## src/common/decim_cfg_pkg.sv

```systemverilog
// Constants shared by the decimation and idle-timing configuration block
package decim_cfg_pkg;
   // Register offsets
   localparam logic [7:0] CUBIC_UPPER_ADDR = 8'h1A;
   localparam logic [7:0] CUBIC_LOWER_ADDR = 8'h1B;
   localparam logic [7:0] GAP_CTRL_ADDR    = 8'h1C;
   localparam logic [7:0] SYNC_CTRL_ADDR   = 8'h1D;
   // Reset values
   localparam logic [7:0] CUBIC_UPPER_RST  = 8'h00;
   localparam logic [7:0] CUBIC_LOWER_RST  = 8'h00;
   localparam logic [7:0] GAP_CTRL_RST     = 8'h00;
   localparam logic [7:0] SYNC_CTRL_RST    = 8'h80;
   // Writable bit masks; reserved bits read zero
   localparam logic [7:0] CUBIC_UPPER_MASK = 8'h1F;
   localparam logic [7:0] SYNC_CTRL_MASK   = 8'hCB;
   // Field widths
   localparam int unsigned CUBIC_W    = 13;
   localparam int unsigned CUBIC_HI_W = 5;
   localparam int unsigned RATIO_W    = 19;
   localparam int unsigned GAP_W      = 8;
   localparam int unsigned GAP_CNT_W  = 10;
   // Third-order ratio scaling: (value + 1) * 2^CUBIC_SHIFT
   localparam int unsigned CUBIC_SHIFT = 5;
   // Filter style codes
   localparam logic [2:0] STYLE_WIDE    = 3'h0;
   localparam logic [2:0] STYLE_X8      = 3'h1;
   localparam logic [2:0] STYLE_X16     = 3'h2;
   localparam logic [2:0] STYLE_CUBIC   = 3'h3;
   localparam logic [2:0] STYLE_RIPPLE  = 3'h4;
   // Fixed ratios of the two narrow-path styles
   localparam logic [RATIO_W-1:0] RATIO_X8  = 19'h00008;
   localparam logic [RATIO_W-1:0] RATIO_X16 = 19'h00010;
   // Power modes
   localparam logic [1:0] PWR_LOW    = 2'h0;
   localparam logic [1:0] PWR_MEDIAN = 2'h2;
   localparam logic [1:0] PWR_FAST   = 2'h3;
endpackage : decim_cfg_pkg

```

## src/common/idle_gap_if.sv

```systemverilog
// Carrier between the configuration top and the standby gap timer
`timescale 1ns/1ps
interface idle_gap_if;
   import decim_cfg_pkg::*;
   logic             start;     // Conversion ended, begin standby
   logic [GAP_W-1:0] gap_value; // Programmed idle-time field
   logic             word_stb;  // One filter output-word period elapsed
   logic             standby;   // Idle phase in progress
   logic             wake;      // Pulse: idle phase finished
   modport ctrl  (output start, output gap_value, output word_stb,
                  input standby, input wake);
   modport timer (input start, input gap_value, input word_stb,
                  output standby, output wake);
endinterface : idle_gap_if

```

## src/hw/idle_gap_timer.sv

```systemverilog
// Standby gap timer for periodic conversion
`timescale 1ns/1ps
module idle_gap_timer (
   // Clock and reset
   input  wire logic core_clk_i,
   input  wire logic resetn_i,
   // Control carrier
   idle_gap_if.timer gap
);
   import decim_cfg_pkg::*;

   logic [GAP_CNT_W-1:0] left_q; // Output periods still to wait
   logic [GAP_CNT_W-1:0] load_d; // (value + 1) * 2

   // Load figure; widened first so 0xFF does not wrap
   always_comb begin
      load_d = ({2'b00, gap.gap_value} + 10'h001) << 1;
   end

   // Down counter ticks once per filter output word
   always_ff @(posedge core_clk_i or negedge resetn_i) begin
      if (!resetn_i) begin
         left_q <= '0;
      end else if (gap.start) begin
         left_q <= load_d;
      end else if (gap.word_stb && left_q != '0) begin
         left_q <= left_q - 10'h001;
      end
   end

   // Standby flag and wake pulse
   always_ff @(posedge core_clk_i or negedge resetn_i) begin
      if (!resetn_i) begin
         gap.standby <= 1'b0;
         gap.wake    <= 1'b0;
      end else begin
         gap.standby <= gap.start || (left_q > 10'h001) || (left_q == 10'h001 && !gap.word_stb);
         gap.wake    <= !gap.start && gap.word_stb && left_q == 10'h001;
      end
   end
endmodule : idle_gap_timer

```

## src/hw/decim_idle_cfg.sv

```systemverilog
// Decimation ratio selection and periodic idle timing configuration
//
// Behaviour
// - Code used only for wideband or ripple styles
// - Style 011 takes the 13-bit ratio value
// - Third-order ratio is (value plus one) times 32
// - Upper register holds value bits 12..8
// - Lower register holds value bits 7..0
// - Periodic mode idles between conversions, except in fast power mode
// - Idle unit is one filter output period
// - Idle length is (value plus one) times two
// - Reset loads 0x00, 0x00, 0x00 and 0x80
`timescale 1ns/1ps
module decim_idle_cfg (
   // Clock and reset
   input  wire logic                              core_clk_i,
   input  wire logic                              resetn_i,
   // Register port from the serial control decoder
   input  wire logic [7:0]                        reg_addr_i,
   input  wire logic [7:0]                        reg_wdata_i,
   input  wire logic                              reg_wr_i,
   input  wire logic                              reg_rd_i,
   output logic      [7:0]                        reg_rdata_o,
   output logic                                   reg_rvalid_o,
   output logic                                   reg_hit_o,
   // Filter configuration from neighbouring registers
   input  wire logic [2:0]                        filter_style_i,
   input  wire logic [2:0]                        decimation_code_i,
   input  wire logic [1:0]                        power_mode_i,
   input  wire logic                              periodic_en_i,
   // Conversion timing
   input  wire logic                              out_word_stb_i,
   input  wire logic                              conv_done_i,
   // Results
   output logic      [decim_cfg_pkg::RATIO_W-1:0] decim_ratio_o,
   output logic                                   ratio_valid_o,
   output logic      [7:0]                        sync_ctrl_o,
   output logic                                   standby_o,
   output logic                                   wake_o
);
   import decim_cfg_pkg::*;

   logic [7:0]         cubic_upper_q; // Upper ratio register
   logic [7:0]         cubic_lower_q; // Lower ratio register
   logic [7:0]         gap_ctrl_q;    // Idle-time register
   logic [7:0]         sync_ctrl_q;   // Sync and soft reset register
   logic [CUBIC_W-1:0] third_order_ratio_value; // Joined 13-bit value
   logic [RATIO_W-1:0] ratio_d;       // Selected ratio
   logic               valid_d;       // Style is a usable one
   logic [7:0]         rdata_d;       // Read mux
   logic               hit_d;         // Address decodes to this block
   logic               periodic_ok;   // Periodic mode allowed now

   idle_gap_if gap ();

   // Register writes; reserved bits never store
   always_ff @(posedge core_clk_i or negedge resetn_i) begin
      if (!resetn_i) begin
         cubic_upper_q <= CUBIC_UPPER_RST;
         cubic_lower_q <= CUBIC_LOWER_RST;
         gap_ctrl_q    <= GAP_CTRL_RST;
         sync_ctrl_q   <= SYNC_CTRL_RST;
      end else if (reg_wr_i) begin
         unique case (reg_addr_i)
            CUBIC_UPPER_ADDR: begin
               cubic_upper_q <= reg_wdata_i & CUBIC_UPPER_MASK;
            end
            CUBIC_LOWER_ADDR: begin
               cubic_lower_q <= reg_wdata_i;
            end
            GAP_CTRL_ADDR: begin
               gap_ctrl_q <= reg_wdata_i;
            end
            SYNC_CTRL_ADDR: begin
               // Only stored here; its actions live elsewhere
               sync_ctrl_q <= reg_wdata_i & SYNC_CTRL_MASK;
            end
            default: begin
               // Other offsets belong to other blocks
            end
         endcase
      end
   end

   // Join the split value; upper field sits in bits 4..0
   assign third_order_ratio_value = {cubic_upper_q[CUBIC_HI_W-1:0], cubic_lower_q};

   // Read mux and decode
   always_comb begin
      rdata_d = 8'h00;
      hit_d   = 1'b1;
      unique case (reg_addr_i)
         CUBIC_UPPER_ADDR: rdata_d = cubic_upper_q;
         CUBIC_LOWER_ADDR: rdata_d = cubic_lower_q;
         GAP_CTRL_ADDR:    rdata_d = gap_ctrl_q;
         SYNC_CTRL_ADDR:   rdata_d = sync_ctrl_q;
         default:          hit_d   = 1'b0;
      endcase
   end

   // Registered read answer, one cycle after the strobe
   always_ff @(posedge core_clk_i or negedge resetn_i) begin
      if (!resetn_i) begin
         reg_rdata_o  <= 8'h00;
         reg_rvalid_o <= 1'b0;
         reg_hit_o    <= 1'b0;
      end else begin
         reg_rvalid_o <= reg_rd_i;
         reg_hit_o    <= reg_rd_i && hit_d;
         if (reg_rd_i) begin
            reg_rdata_o <= rdata_d;
         end
      end
   end

   // Ratio selection per filter style
   always_comb begin
      ratio_d = '0;
      valid_d = 1'b1;
      unique case (filter_style_i)
         STYLE_WIDE, STYLE_RIPPLE: begin
            // Codes above 101 saturate at x1024
            if (decimation_code_i > 3'h5) begin
               ratio_d = RATIO_W'(32'd1024);
            end else begin
               ratio_d = RATIO_W'(32'd32 << decimation_code_i);
            end
         end
         STYLE_X8:  ratio_d = RATIO_X8;
         STYLE_X16: ratio_d = RATIO_X16;
         STYLE_CUBIC: begin
            // 19 bits hold 8192 * 32 without overflow
            ratio_d = ({6'h00, third_order_ratio_value} + 19'h00001) << CUBIC_SHIFT;
         end
         default: valid_d = 1'b0; // Unused style codes
      endcase
   end

   // Ratio outputs registered so they change cleanly
   always_ff @(posedge core_clk_i or negedge resetn_i) begin
      if (!resetn_i) begin
         decim_ratio_o <= '0;
         ratio_valid_o <= 1'b0;
      end else begin
         decim_ratio_o <= ratio_d;
         ratio_valid_o <= valid_d;
      end
   end

   // Copy of the sync register for the neighbouring logic
   always_ff @(posedge core_clk_i or negedge resetn_i) begin
      if (!resetn_i) begin
         sync_ctrl_o <= SYNC_CTRL_RST;
      end else begin
         sync_ctrl_o <= sync_ctrl_q;
      end
   end

   // Fast mode has no standby gap; refused here as a safety net
   assign periodic_ok = periodic_en_i && (power_mode_i != PWR_FAST);

   // Drive the gap timer
   assign gap.start     = periodic_ok && conv_done_i;
   assign gap.gap_value = gap_ctrl_q;
   assign gap.word_stb  = out_word_stb_i;

   idle_gap_timer u_gap (
      .core_clk_i (core_clk_i),
      .resetn_i   (resetn_i),
      .gap        (gap.timer)
   );

   // Both come from flops inside the timer
   assign standby_o = gap.standby;
   assign wake_o    = gap.wake;
endmodule : decim_idle_cfg

```

## config.mk

```make
export PLATFORM = sky130hd
export DESIGN_NAME = decim_idle_cfg
export DESIGN_NICKNAME = d
export VERILOG_FILES = /design/src/common/decim_cfg_pkg.sv /design/src/common/idle_gap_if.sv /design/src/hw/idle_gap_timer.sv /design/src/hw/decim_idle_cfg.sv
export SDC_FILE = /design/constraint.sdc
export NUM_CORES = 1
export LEC_CHECK = 0
export BUFFER_PORTS_ARGS = -buffer_cell sky130_fd_sc_hd__buf_2
export CAP_MARGIN = 20
export CORE_ASPECT_RATIO = 0.75
export CORE_MARGIN = 5
export CORE_UTILIZATION = 55
export CTS_BUF_LIST = sky130_fd_sc_hd__clkbuf_4 sky130_fd_sc_hd__clkbuf_8 sky130_fd_sc_hd__clkbuf_16
export DETAILED_ROUTE_END_ITERATION = 16
export PLACE_DENSITY = 0.8
export RECOVER_POWER = 100
export SLEW_MARGIN = 20
export SYNTH_ARGS = -nofsm -noshare
export SYNTH_HDL_FRONTEND = slang
export SYNTH_SLANG_ARGS = --single-unit
```

## constraint.sdc

```tcl
create_clock -name core_clk_i -period 5.3 [get_ports core_clk_i]
set_clock_uncertainty 0.2 [all_clocks]
set_input_delay 0.53 -clock core_clk_i [delete_from_list [all_inputs] [get_ports core_clk_i]]
set_output_delay 0.53 -clock core_clk_i [all_outputs]
set_load 0.1 [all_outputs]
```

== Word-level counts from Yosys, hierarchy flattened ==
Index checks and enable logic that the tools add are counted.
Operators by class
  add/sub/neg operators: 3
  magnitude comparators: 2
  equal/unequal tests: 10
  shifts and indexed selects: 1
  multiplexer cells: 7
  reduce and logical (&&, ||, !) cells: 21
Operators with widths (count)
  $pmux W19 S4: 1
  $eq A8 B5 Y1 const B: 4
  $pmux W8 S4: 1
  $mux W10: 2
  $mux W19: 1
  $shl A6 B3 Y19 const A: 1
  $add A13 B1 Y14 const B: 1
  $eq A10 B1 Y1 const B: 1
  $gt A10 B1 Y1 const B: 1
  $reduce_bool A10 Y1: 1
  $sub A10 B1 Y10 const B: 1
  $add A8 B1 Y9 const B: 1
  $reduce_and A2 Y1: 4
  $logic_and A1 B1 Y1: 7
  $eq A3 B2 Y1 const B: 2
  $reduce_or A5 Y1: 1
  $reduce_or A4 Y1: 1
  $eq A3 B1 Y1 const B: 1
  $eq A3 B3 Y1 const B: 1
  $gt A3 B3 Y1 const B: 1
  $logic_not A3 Y1: 1
  $logic_not A1 Y1: 2
  $logic_or A1 B1 Y1: 2
  $mux W1: 2
  3 further kinds: 3
Storage, ports and cells
  register bits: 73
  output and inout bits: 40

== Longest topological paths before layout ==
Gate-level depths: netlist (run 1).
  word-level depth: 6
  mapped depth: 6
  depth with buffers taken out: 6

== By module ==
Synthesis (run 1) repeated with hierarchy kept, for this count alone.
Unflattened totals
  cells, all modules: 298
  area total of the unflattened synthesis: 3444.6 um2
By module, submodules not included
  decim_idle_cfg: times used 1, cells each 213, area each 2610.0 um2
  idle_gap_timer: times used 1, cells each 85, area each 834.6 um2

== Least setup slack after synthesis (run 1) ==
OpenSTA, ideal clock, no wires.
  path kind: input to register
  from: in out_word_stb_i
  to: reg u_gap.left_q[7]
  library setup time: 0.088 ns
  arrival: 2.008 ns
  required time: 5.012 ns
  setup slack: 3.004 ns
  stages on the path: 5
  path buffers: 1
  cells stage by stage: buf_4 or4b_4 or3_1 or4b_1 o211ai_1
On the way
  word-level cells in the longest chain between the ends: 2
Ends and longest elaborated chain
  start: declaration: RTL line decim_idle_cfg.sv:32  | input wire logic out_word_stb_i,
  $logic_and A1 B1 Y1: RTL line idle_gap_timer.sv:26  | end else if (gap.word_stb && left_q != '0) begin
  $reduce_bool A2 Y1 (no source line)
  end signal: assignment: RTL line idle_gap_timer.sv:25  | left_q <= load_d;
  end signal: assignment: RTL line idle_gap_timer.sv:27  | left_q <= left_q - 10'h001;
  end: declaration: RTL line idle_gap_timer.sv:12  | logic [GAP_CNT_W-1:0] left_q;
No other way between the ends.
A chain may end at the register's enable or synchronous reset.

== Worst setup path after layout (run 1) ==
  from: reg sync_ctrl_o[7]
  to: out sync_ctrl_o[7]
RTL lines
  start: declaration: RTL line decim_idle_cfg.sv:37  | output logic [7:0] sync_ctrl_o,
  start signal: assignment: RTL line decim_idle_cfg.sv:155  | sync_ctrl_o <= sync_ctrl_q;
No word-level cell between the ends.

==> results of run 1 <==
[flip-flops by register name, summed over array words and instances, names as in the netlist]
register,cells
cubic_lower_q,8
sync_ctrl_o,5
gap.gap_value,8
reg_hit_o,1
u_gap.gap.standby,1
u_gap.left_q,10
reg_rvalid_o,1
reg_rdata_o,8
decim_ratio_o,16
cubic_upper_q,5
sync_ctrl_q,5
ratio_valid_o,1
u_gap.gap.wake,1
[layer usage]
layer	GRT usage	up-vias	wire, um
met4	0.0505	0	82
met1	0.288	1270	3360
li1	-	1216	-
met2	0.294	121	3370
met5	0	-	0
met3	0.0582	11	684
[logic make-up after synthesis]
logic type | after synthesis
simple gates | 90
flops | 70
compound gates | 51
mux | 34
buf+inv | 32
xor+xnor | 16
fa+ha+maj | 5
other cells | 1
[per-stage QoR]
| step | worst slack (ps) | hold WS [ps] | power (mW) | utilization | area (um2) |
|---|---|---|---|---|---|
| floorplan | 3000 | 34.4 | 0.803 | - | 3350 |
| global placement | 2880 | 164 | 0.860 | 0.631 | 3690 |
| detailed placement | 2700 | 169 | 0.868 | 0.631 | 3690 |
| CTS | 3020 | 164 | 1.24 | 0.660 | 3860 |
| global route | 2820 | 175 | 1.29 | 0.651 | 3810 |
| finish | 2870 | 179 | 1.22 | 0.651 | 3810 |
[worst paths after layout]
check                                               end                         from  cells after the start  slack [ps]
min                          decim_ratio_o[4]$_DFF_PN0_            filter_style_i[2]                      2         180
max                                      sync_ctrl_o[7]     sync_ctrl_o[7]$_DFF_PN1_                      1        2870
max reg2reg                 u_gap.left_q[7]$_DFFE_PN0P_  u_gap.left_q[2]$_DFFE_PN0P_                      4        2980
max in group asynchronous  gap.gap_value[1]$_DFFE_PN0P_                     resetn_i                      2        4130
min reg2reg                    sync_ctrl_o[7]$_DFF_PN1_   sync_ctrl_q[7]$_DFFE_PN1P_                      0         190
min in group asynchronous      sync_ctrl_o[6]$_DFF_PN0_                     resetn_i                      2         190
[power by group]
group / switching [mW] / internal [mW]
combinational: 0.157 / 0.0782
sequential: 0.0484 / 0.573
clock: 0.184 / 0.184
[cell type report]
class                   instances  area share
well taps                      78      0.0256
repair buffers                 65      0.0741
multi-input cells             202       0.380
clock inverters                 4     0.00623
inverters                      16      0.0157
clock buffers                  12      0.0384
flip-flops and latches         70       0.460
[layout by cell type, fill, tap and decap left out, types with 5 or more instances in the layout]
cell                       instances
sky130_fd_sc_hd__nand2_1          18
sky130_fd_sc_hd__a22oi_1           5
sky130_fd_sc_hd__clkbuf_8          9
sky130_fd_sc_hd__a21oi_1           8
sky130_fd_sc_hd__ha_1              5
sky130_fd_sc_hd__xor2_1           10
sky130_fd_sc_hd__xnor2_1           6
sky130_fd_sc_hd__conb_1            6
sky130_fd_sc_hd__o21ai_0           8
sky130_fd_sc_hd__nor2_1           15
sky130_fd_sc_hd__nor3b_1           5
sky130_fd_sc_hd__o22ai_1           9
sky130_fd_sc_hd__nor3_1            5
sky130_fd_sc_hd__nand3_1           9
sky130_fd_sc_hd__nand4_1           6
sky130_fd_sc_hd__buf_2            28
sky130_fd_sc_hd__mux2_2           31
sky130_fd_sc_hd__dfrtp_1          68
sky130_fd_sc_hd__inv_1            16
sky130_fd_sc_hd__clkbuf_1         36
==> reports/summary.md, run 1 <==
71 I/O pins were placed. For the required time of the critical path, the log shows 4570 ps. The first-pass GRT wire length came out at 12.1 mm. The cell family contributing the most delay on the critical path is buffers and inverters. The area of the core region was 5860 um2; the power density relative to cell area was 321 nW/um2. Compared with the post-synthesis result, the final layout area differs by 14.4%. The pin count of the biggest net entering global routing was 71; the first-pass detailed-route iteration total was 5. Summing every instance area after synthesis gives 3330 um2. The sum of overflow across all layers after global routing is 0. The biggest fanout along the worst timing path came out at 1. Walking the worst path, the cells encountered are clkbuf_1.

Count of placed standard cells in the final layout, fillers left out: 447. Averaged over all synthesized cells, the footprint is 11.2 um2. The dominant cell type by area after synthesis is sky130_fd_sc_hd__dfrtp_1.

After clock tree synthesis, the clock-pin slew on the worst setup and hold paths is 70 ps. Effective utilization at floorplan: 0.569. The multi-input logic area was 1450 um2; the share of Yosys cell area claimed by the top area cell type was 0.510. Ranked by instance count, the synthesized netlist is headed by 68 x sky130_fd_sc_hd__dfrtp_1, 31 x sky130_fd_sc_hd__mux2_2, 18 x sky130_fd_sc_hd__nand2_1, 16 x sky130_fd_sc_hd__inv_1, 15 x sky130_fd_sc_hd__nor2_1. Gates resized during post-CTS repair numbered 0.

Setup total negative slack on the finished layout was measured at 0 ps. For this run, design rule violations remaining after detail routing come to 0. The number of global-route vias before repair was 2434. The post-synthesis mux area share is 0.114.

The slowest stage of the critical path belongs to the cell sky130_fd_sc_hd__clkbuf_1. After the first detailed-routing iteration, the DRC count stood at 211. The run gives 0 as the antenna violation net count after detailed routing.

Once placement completed, the tool counted placed cells totaling 431. The run gives 70 as the CTS sink count. The number of enable flip-flop cells after synthesis was 0. Max-cap violations in this run came to 0.

The number of buffers and inverters on the critical path works out to 1. After detailed routing, the number of vias per cell comes to 5.86. Total via count in the routed design: 2618.

The tightest min-delay check is of the in2reg type. In this run, distinct cell masters in the synthesized netlist total 44. The number of buffers inserted by port buffering came out at 64. The logs give 0 for the final number of hold-violating endpoints and 0.925 for the routability congestion estimate. Summing all flip-flop and latch instances after layout gives 1750 um2.

The count of hold buffers inserted by post-cts repair is 0. The logs give 0 for the number of max-slew violations in the final report and 400 for the count of nets after finishing. The compound-cell area share of the yosys netlist came out at 0.103. The most frequent cell after synthesis is sky130_fd_sc_hd__dfrtp_1.

For the number of antenna violations at the first check in global routing, the log shows 0. In the synthesized netlist the dominant register cell turns out to be sky130_fd_sc_hd__dfrtp_1. The tools report the worst slew margin relative to its limit as 0.214. The tools report the synthesized netlist cell count as 299.

The number of storage elements in the synthesis netlist is 70. The horizontal die dimension works out to 99.9 um. Setup repair after global routing left no endpoint under its margin. The area share of xor/xnor cells in the synthesized design is 0.0420. The synthesis warning total is 0, and the post-synthesis share of cell area spent on and, or, nand and nor gates is 0.151.

TritonCTS built the clock tree. Data arrives at the worst endpoint at 1700 ps. From bottom edge to top edge, the die measures 77.4 um. The run gives 411 MHz as the maximum achievable frequency. The fill cell instance count of the final layout is 470. The critical path class is reg2out. The portion of the post-synthesis area used by sequential elements was 0.526.

By area, the combinational part of the netlist is dominated by simple AND/OR/NAND/NOR gates. The repair_antennas step left the layout with diodes totalling 0. The flow ran to the end, and the final reports show no timing, DRC or antenna violations. The area share of fa/ha/maj cells after synthesis was 0.0188; the total wirelength of the detailed-routed design was 7.49 mm.

Buffers added to address setup during post-CTS repair amount to 0. At the pin with the least slew margin, the transition time is 1180 ps. Share of layout cells above drive strength 1: 0.220.

For the overall die area, the log shows 7740 um2. Critical path endpoint category: a primary output. Setup violations remaining at the end of the flow were counted as 0.

The total routing resource utilization after global routing was 0.198; the share of synthesized registers carrying an async set or reset was 1.00. Counting I/O delays and the setup requirement, the final critical path takes 2430 ps. The clock latency on the worst-skew pair came out at 330 ps.

For the number of placement rows, the log shows 24. The share of the clock period used by the worst path works out to 0.459. In this run, CTS created clock tree buffers numbering 9.

Summed over all nets, the half-perimeter wirelength after detailed placement is 5.54 mm. For this design the static power due to leakage is 1.71 nW. For the maximum root-to-sink buffer count, the log shows 2.

The buffer cell driving the clock tree root is sky130_fd_sc_hd__clkbuf_8. The H-tree was split into 3 levels. Category of the worst setup path launch point: a flip-flop.

On the worst path, the slowest cell contributes a delay of 860 ps. After synthesis, the cell types taking the most area are sky130_fd_sc_hd__dfrtp_1 51%, sky130_fd_sc_hd__mux2_2 10%, sky130_fd_sc_hd__xor2_1 2.6%. Dividing the detail-routed wire length by the instance count gives 16.8 um. IR analysis of the VDD net gives a maximum drop of 0.190 mV.
No activity file was read; power rests on OpenSTA's default activity.
==> inputs of run 2 (changes only) <==
--- a/config.mk
+++ b/config.mk
@@ -9,10 +9,10 @@
 export CAP_MARGIN = 20
 export CORE_ASPECT_RATIO = 0.75
 export CORE_MARGIN = 5
-export CORE_UTILIZATION = 55
+export CORE_UTILIZATION = 49
 export CTS_BUF_LIST = sky130_fd_sc_hd__clkbuf_4 sky130_fd_sc_hd__clkbuf_8 sky130_fd_sc_hd__clkbuf_16
 export DETAILED_ROUTE_END_ITERATION = 16
-export PLACE_DENSITY = 0.8
+export PLACE_DENSITY = 0.76
 export RECOVER_POWER = 100
 export SLEW_MARGIN = 20
 export SYNTH_ARGS = -nofsm -noshare
==> constraint.sdc (replaced) <==
create_clock -name core_clk_i -period 2.2 [get_ports core_clk_i]
set_clock_uncertainty 0.2 [all_clocks]
set_input_delay 0.22 -clock core_clk_i [delete_from_list [all_inputs] [get_ports core_clk_i]]
set_output_delay 0.22 -clock core_clk_i [all_outputs]
set_load 0.1 [all_outputs]
==> reports/summary.md, run 2 (synthesis results as in run 1) <==
The maximum root-to-sink buffer count came out at 2 (unchanged). Path class of the lowest-slack min-delay path: in2reg (unchanged). TritonCTS built the clock tree. The final routed DRC violation total is 0 (unchanged), and the number of DRC markers in iteration 0 is 254 (was 211). For the sum of overflow across all layers after global routing, the log shows 0 (unchanged). The total via count in the routed design is 2732 (was 2618), and the sequential power share is 0.425 (was 0.507). The horizontal die dimension is 105 um (was 99.9 um). The pin slew with the least headroom to its limit was 1310 ps (was 1180 ps). The worst endpoint data arrival time is 2260 ps (was 1700 ps), and the area overhead of the layout relative to synthesis is 27.2% (was 14.4%). Worst setup path startpoint: u_gap.left_q[1]$_DFFE_PN0P_ (was sync_ctrl_o[7]$_DFF_PN1_).

The post-detailed-route via-to-cell ratio works out to 5.66 (was 5.86). The commonest non-fill, non-tap cell in the layout is sky130_fd_sc_hd__dfrtp_1 (unchanged). Critical path endpoint category: a flip-flop (was a primary output). The cell depth of the worst min-delay path was 4 (was 2); the clock latency on the worst-skew pair was 360 ps (was 330 ps). The instance count after placement with tap cells included came out at 446 (was 431).

Largest register by flop count: decim_ratio_o (unchanged). The tools report the total wirelength of the detailed-routed design as 8.10 mm (was 7.49 mm). The switching fraction of total power came out at 0.291 (was 0.318). The tools report the buffer cell driving the clock tree root as sky130_fd_sc_hd__clkbuf_8 (unchanged). The number of buffers created by CTS is 9 (unchanged). The routability congestion estimate is 0.888 (was 0.925). Setup repair after global routing could not meet its margin everywhere. The tools report the area of the core region as 6700 um2 (was 5860 um2).

The overall die height was 81.4 um (was 77.4 um). The per-cell routed wire length was 16.8 um (about the same). The pin count of the biggest net entering global routing is 47 (was 71), and the total routing resource utilization after global routing is 0.197 (was 0.198). The category of the worst setup path launch point is a flip-flop (unchanged). The net switching power is 1.02 mW (was 0.390 mW). The overall die area was 8570 um2 (was 7740 um2). Worst setup path endpoint: u_gap.left_q[7]$_DFFE_PN0P_ (was sync_ctrl_o[7]). The tools report the worst slew margin relative to its limit as 0.127 (was 0.214).

Highest-count cells in the layout ignoring fill and taps: 67 x sky130_fd_sc_hd__dfrtp_1, 34 x sky130_fd_sc_hd__clkbuf_2, 30 x sky130_fd_sc_hd__mux2_2 (was 68 x sky130_fd_sc_hd__dfrtp_1, 36 x sky130_fd_sc_hd__clkbuf_1, 31 x sky130_fd_sc_hd__mux2_2). The effective utilization at floorplan came out at 0.498 (was 0.569). The count of placed standard cells in the final layout, fillers left out is 483 (was 447), and the portion of total power attributed to combinational logic is 0.184 (was 0.192).

The share of layout cells above drive strength 1 was 0.308 (was 0.220). The time the worst path needs with I/O delays and setup came out at 2190 ps. Highest ir drop seen on vdd: 0.305 mV (was 0.190 mV). The first-pass GRT wire length was 13.2 mm (was 12.1 mm); the maximum achievable frequency was 456 MHz.

The critical path class was reg2reg (was reg2out). For the final number of hold-violating endpoints, the log shows 0 (unchanged). The flip-flop count of the largest register after layout works out to 16 (unchanged).

Largest registers: decim_ratio_o x16, u_gap.left_q x10 (unchanged). The logs give 5 ps (was 2980 ps) for the register-to-register path setup slack and 0 (unchanged) for the number of max-slew violations in the final report. The terminus of the critical flop-to-flop path is u_gap.left_q[7]$_DFFE_PN0P_ (unchanged). The clock input transition at the sequential cells of the worst setup and hold paths is 80 ps (was 70 ps), and the antenna diode count is 0 (unchanged). The number of antenna violations at the first check in global routing is 0 (unchanged), and the setup violation total in the final timing report is 0 (unchanged). The flow ran to the end, and the final reports show no timing, DRC or antenna violations. The run gives 1.98 nW (was 1.71 nW) as the leakage power total. The tools report the antenna violation net count after detailed routing as 0 (unchanged). The share of the clock period used by the worst path is 0.998, and the I/O pin total is 71 (unchanged).

The power density relative to cell area works out to 830 nW/um2 (was 321 nW/um2). The run gives 26 (was 24) as the number of placement rows. The run gives 70 (unchanged) as the CTS sink count. The first-pass detailed-route iteration total was 4 (was 5); the biggest fanout along the worst timing path was 4 (was 1). Proportion of power drawn by the clock network: 0.392 (was 0.301).

The tools report the utilization after layout as 0.633 (was 0.651). The number of buffers inserted by port buffering came out at 64 (unchanged). The level count of the clock H-tree was 3 (unchanged); the number of cells on the worst reg-to-reg path was 4 (unchanged).

The count of nets after finishing was 430 (was 400); the number of global-route vias before repair was 2640 (was 2434). The tools report the startpoint of the worst register-to-register path as u_gap.left_q[1]$_DFFE_PN0P_ (was u_gap.left_q[2]$_DFFE_PN0P_). The cell-internal power came out at 2.49 mW (was 0.835 mW). The tools report the post-DP HPWL as 5.49 mm (was 5.54 mm). The max-capacitance violation count was 0 (unchanged); the required time of the critical path was 2270 ps (was 4570 ps).
## run 2: changes by cell type in the layout (fill, tap and decap cells not counted), moves of 3 or more
cell	previous run	this run
sky130_fd_sc_hd__buf_4	1	6
sky130_fd_sc_hd__clkbuf_1	36	8
sky130_fd_sc_hd__clkbuf_2	0	34
sky130_fd_sc_hd__clkbuf_4	3	0
sky130_fd_sc_hd__clkinv_2	3	0
sky130_fd_sc_hd__bufinv_16	0	4
sky130_fd_sc_hd__dlygate4sd3_1	0	20
## run 2: how the worst min path moves through the flow
stage,startpoint,endpoint,slack (ps)
after floorplan,resetn_i,cubic_lower_q[0]$_DFFE_PN0P_,-280
after global placement,resetn_i,u_gap.left_q[0]$_DFFE_PN0P_,40
after detailed placement,resetn_i,gap.gap_value[3]$_DFFE_PN0P_,40
after CTS,out_word_stb_i,u_gap.gap.wake$_DFF_PN0_,30
after global routing,out_word_stb_i,u_gap.gap.wake$_DFF_PN0_,40
final,out_word_stb_i,u_gap.gap.wake$_DFF_PN0_,40
## run 2: power groups by stage
stage	registers [mW]	clock network (mW)	logic [mW]
2_1_floorplan	1.59	0	0.350
3_3_place_gp	1.50	0	0.602
3_5_place_dp	1.51	0	0.617
4_1_cts	1.48	1.41	0.646
5_1_grt	1.51	1.46	0.704
6_report	1.49	1.38	0.646
## run 2: repair_timing
| item | 4_1_cts | 5_1_grt |
|---|---|---|
| gates resized for setup | 0 | 5 |
| hold buffers | 20 | 0 |
| setup endpoints to repair | 0 | 3 |
| endpoints found under the hold margin | 108 | 0 |
| buffers inserted | 0 | 1 |
## run 2: layout make-up
cell class,instances,area (um2)
Clock buffer,9,124
Inverter,16,60.1
Timing Repair Buffer,95,581
Fill cell,517,2460
Sequential cell,70,1760
Tap cell,84,105
Clock inverter,7,145
Multi-Input combinational cell,202,1470
## run 2: metrics by stage
| step | total power, mW | worst slack [ps] | instance area [um2] | hold WS (ps) | TNS [ps] |
|---|---|---|---|---|---|
| detailed placement | 2.13 | 24.7 | 3780 | 44.3 | 0 |
| global route | 3.67 | -72.5 | 4240 | 41.8 | -157 |
| CTS | 3.54 | 10.3 | 4250 | 32.6 | 0 |
| finish | 3.52 | 5.38 | 4240 | 43.4 | 0 |
| floorplan | 1.93 | 63.4 | 3350 | -276 | 0 |
| global placement | 2.10 | 84.0 | 3780 | 43.8 | 0 |
## run 2: per-layer routing
layer  global-route usage  vias up  part of all wire
met5                    0        -                 0
met4               0.0549        0             0.013
met3               0.0786        9             0.086
met2                0.290      113              0.46
met1                0.270     1335              0.44
li1                     -     1275                 -
## run 2: critical path: stages, from the launching register on
cell and delay, ps:
sky130_fd_sc_hd__dfrtp_1 420, sky130_fd_sc_hd__or4b_4 560, sky130_fd_sc_hd__or3_1 330, sky130_fd_sc_hd__or4b_1 510, sky130_fd_sc_hd__o211ai_1 90
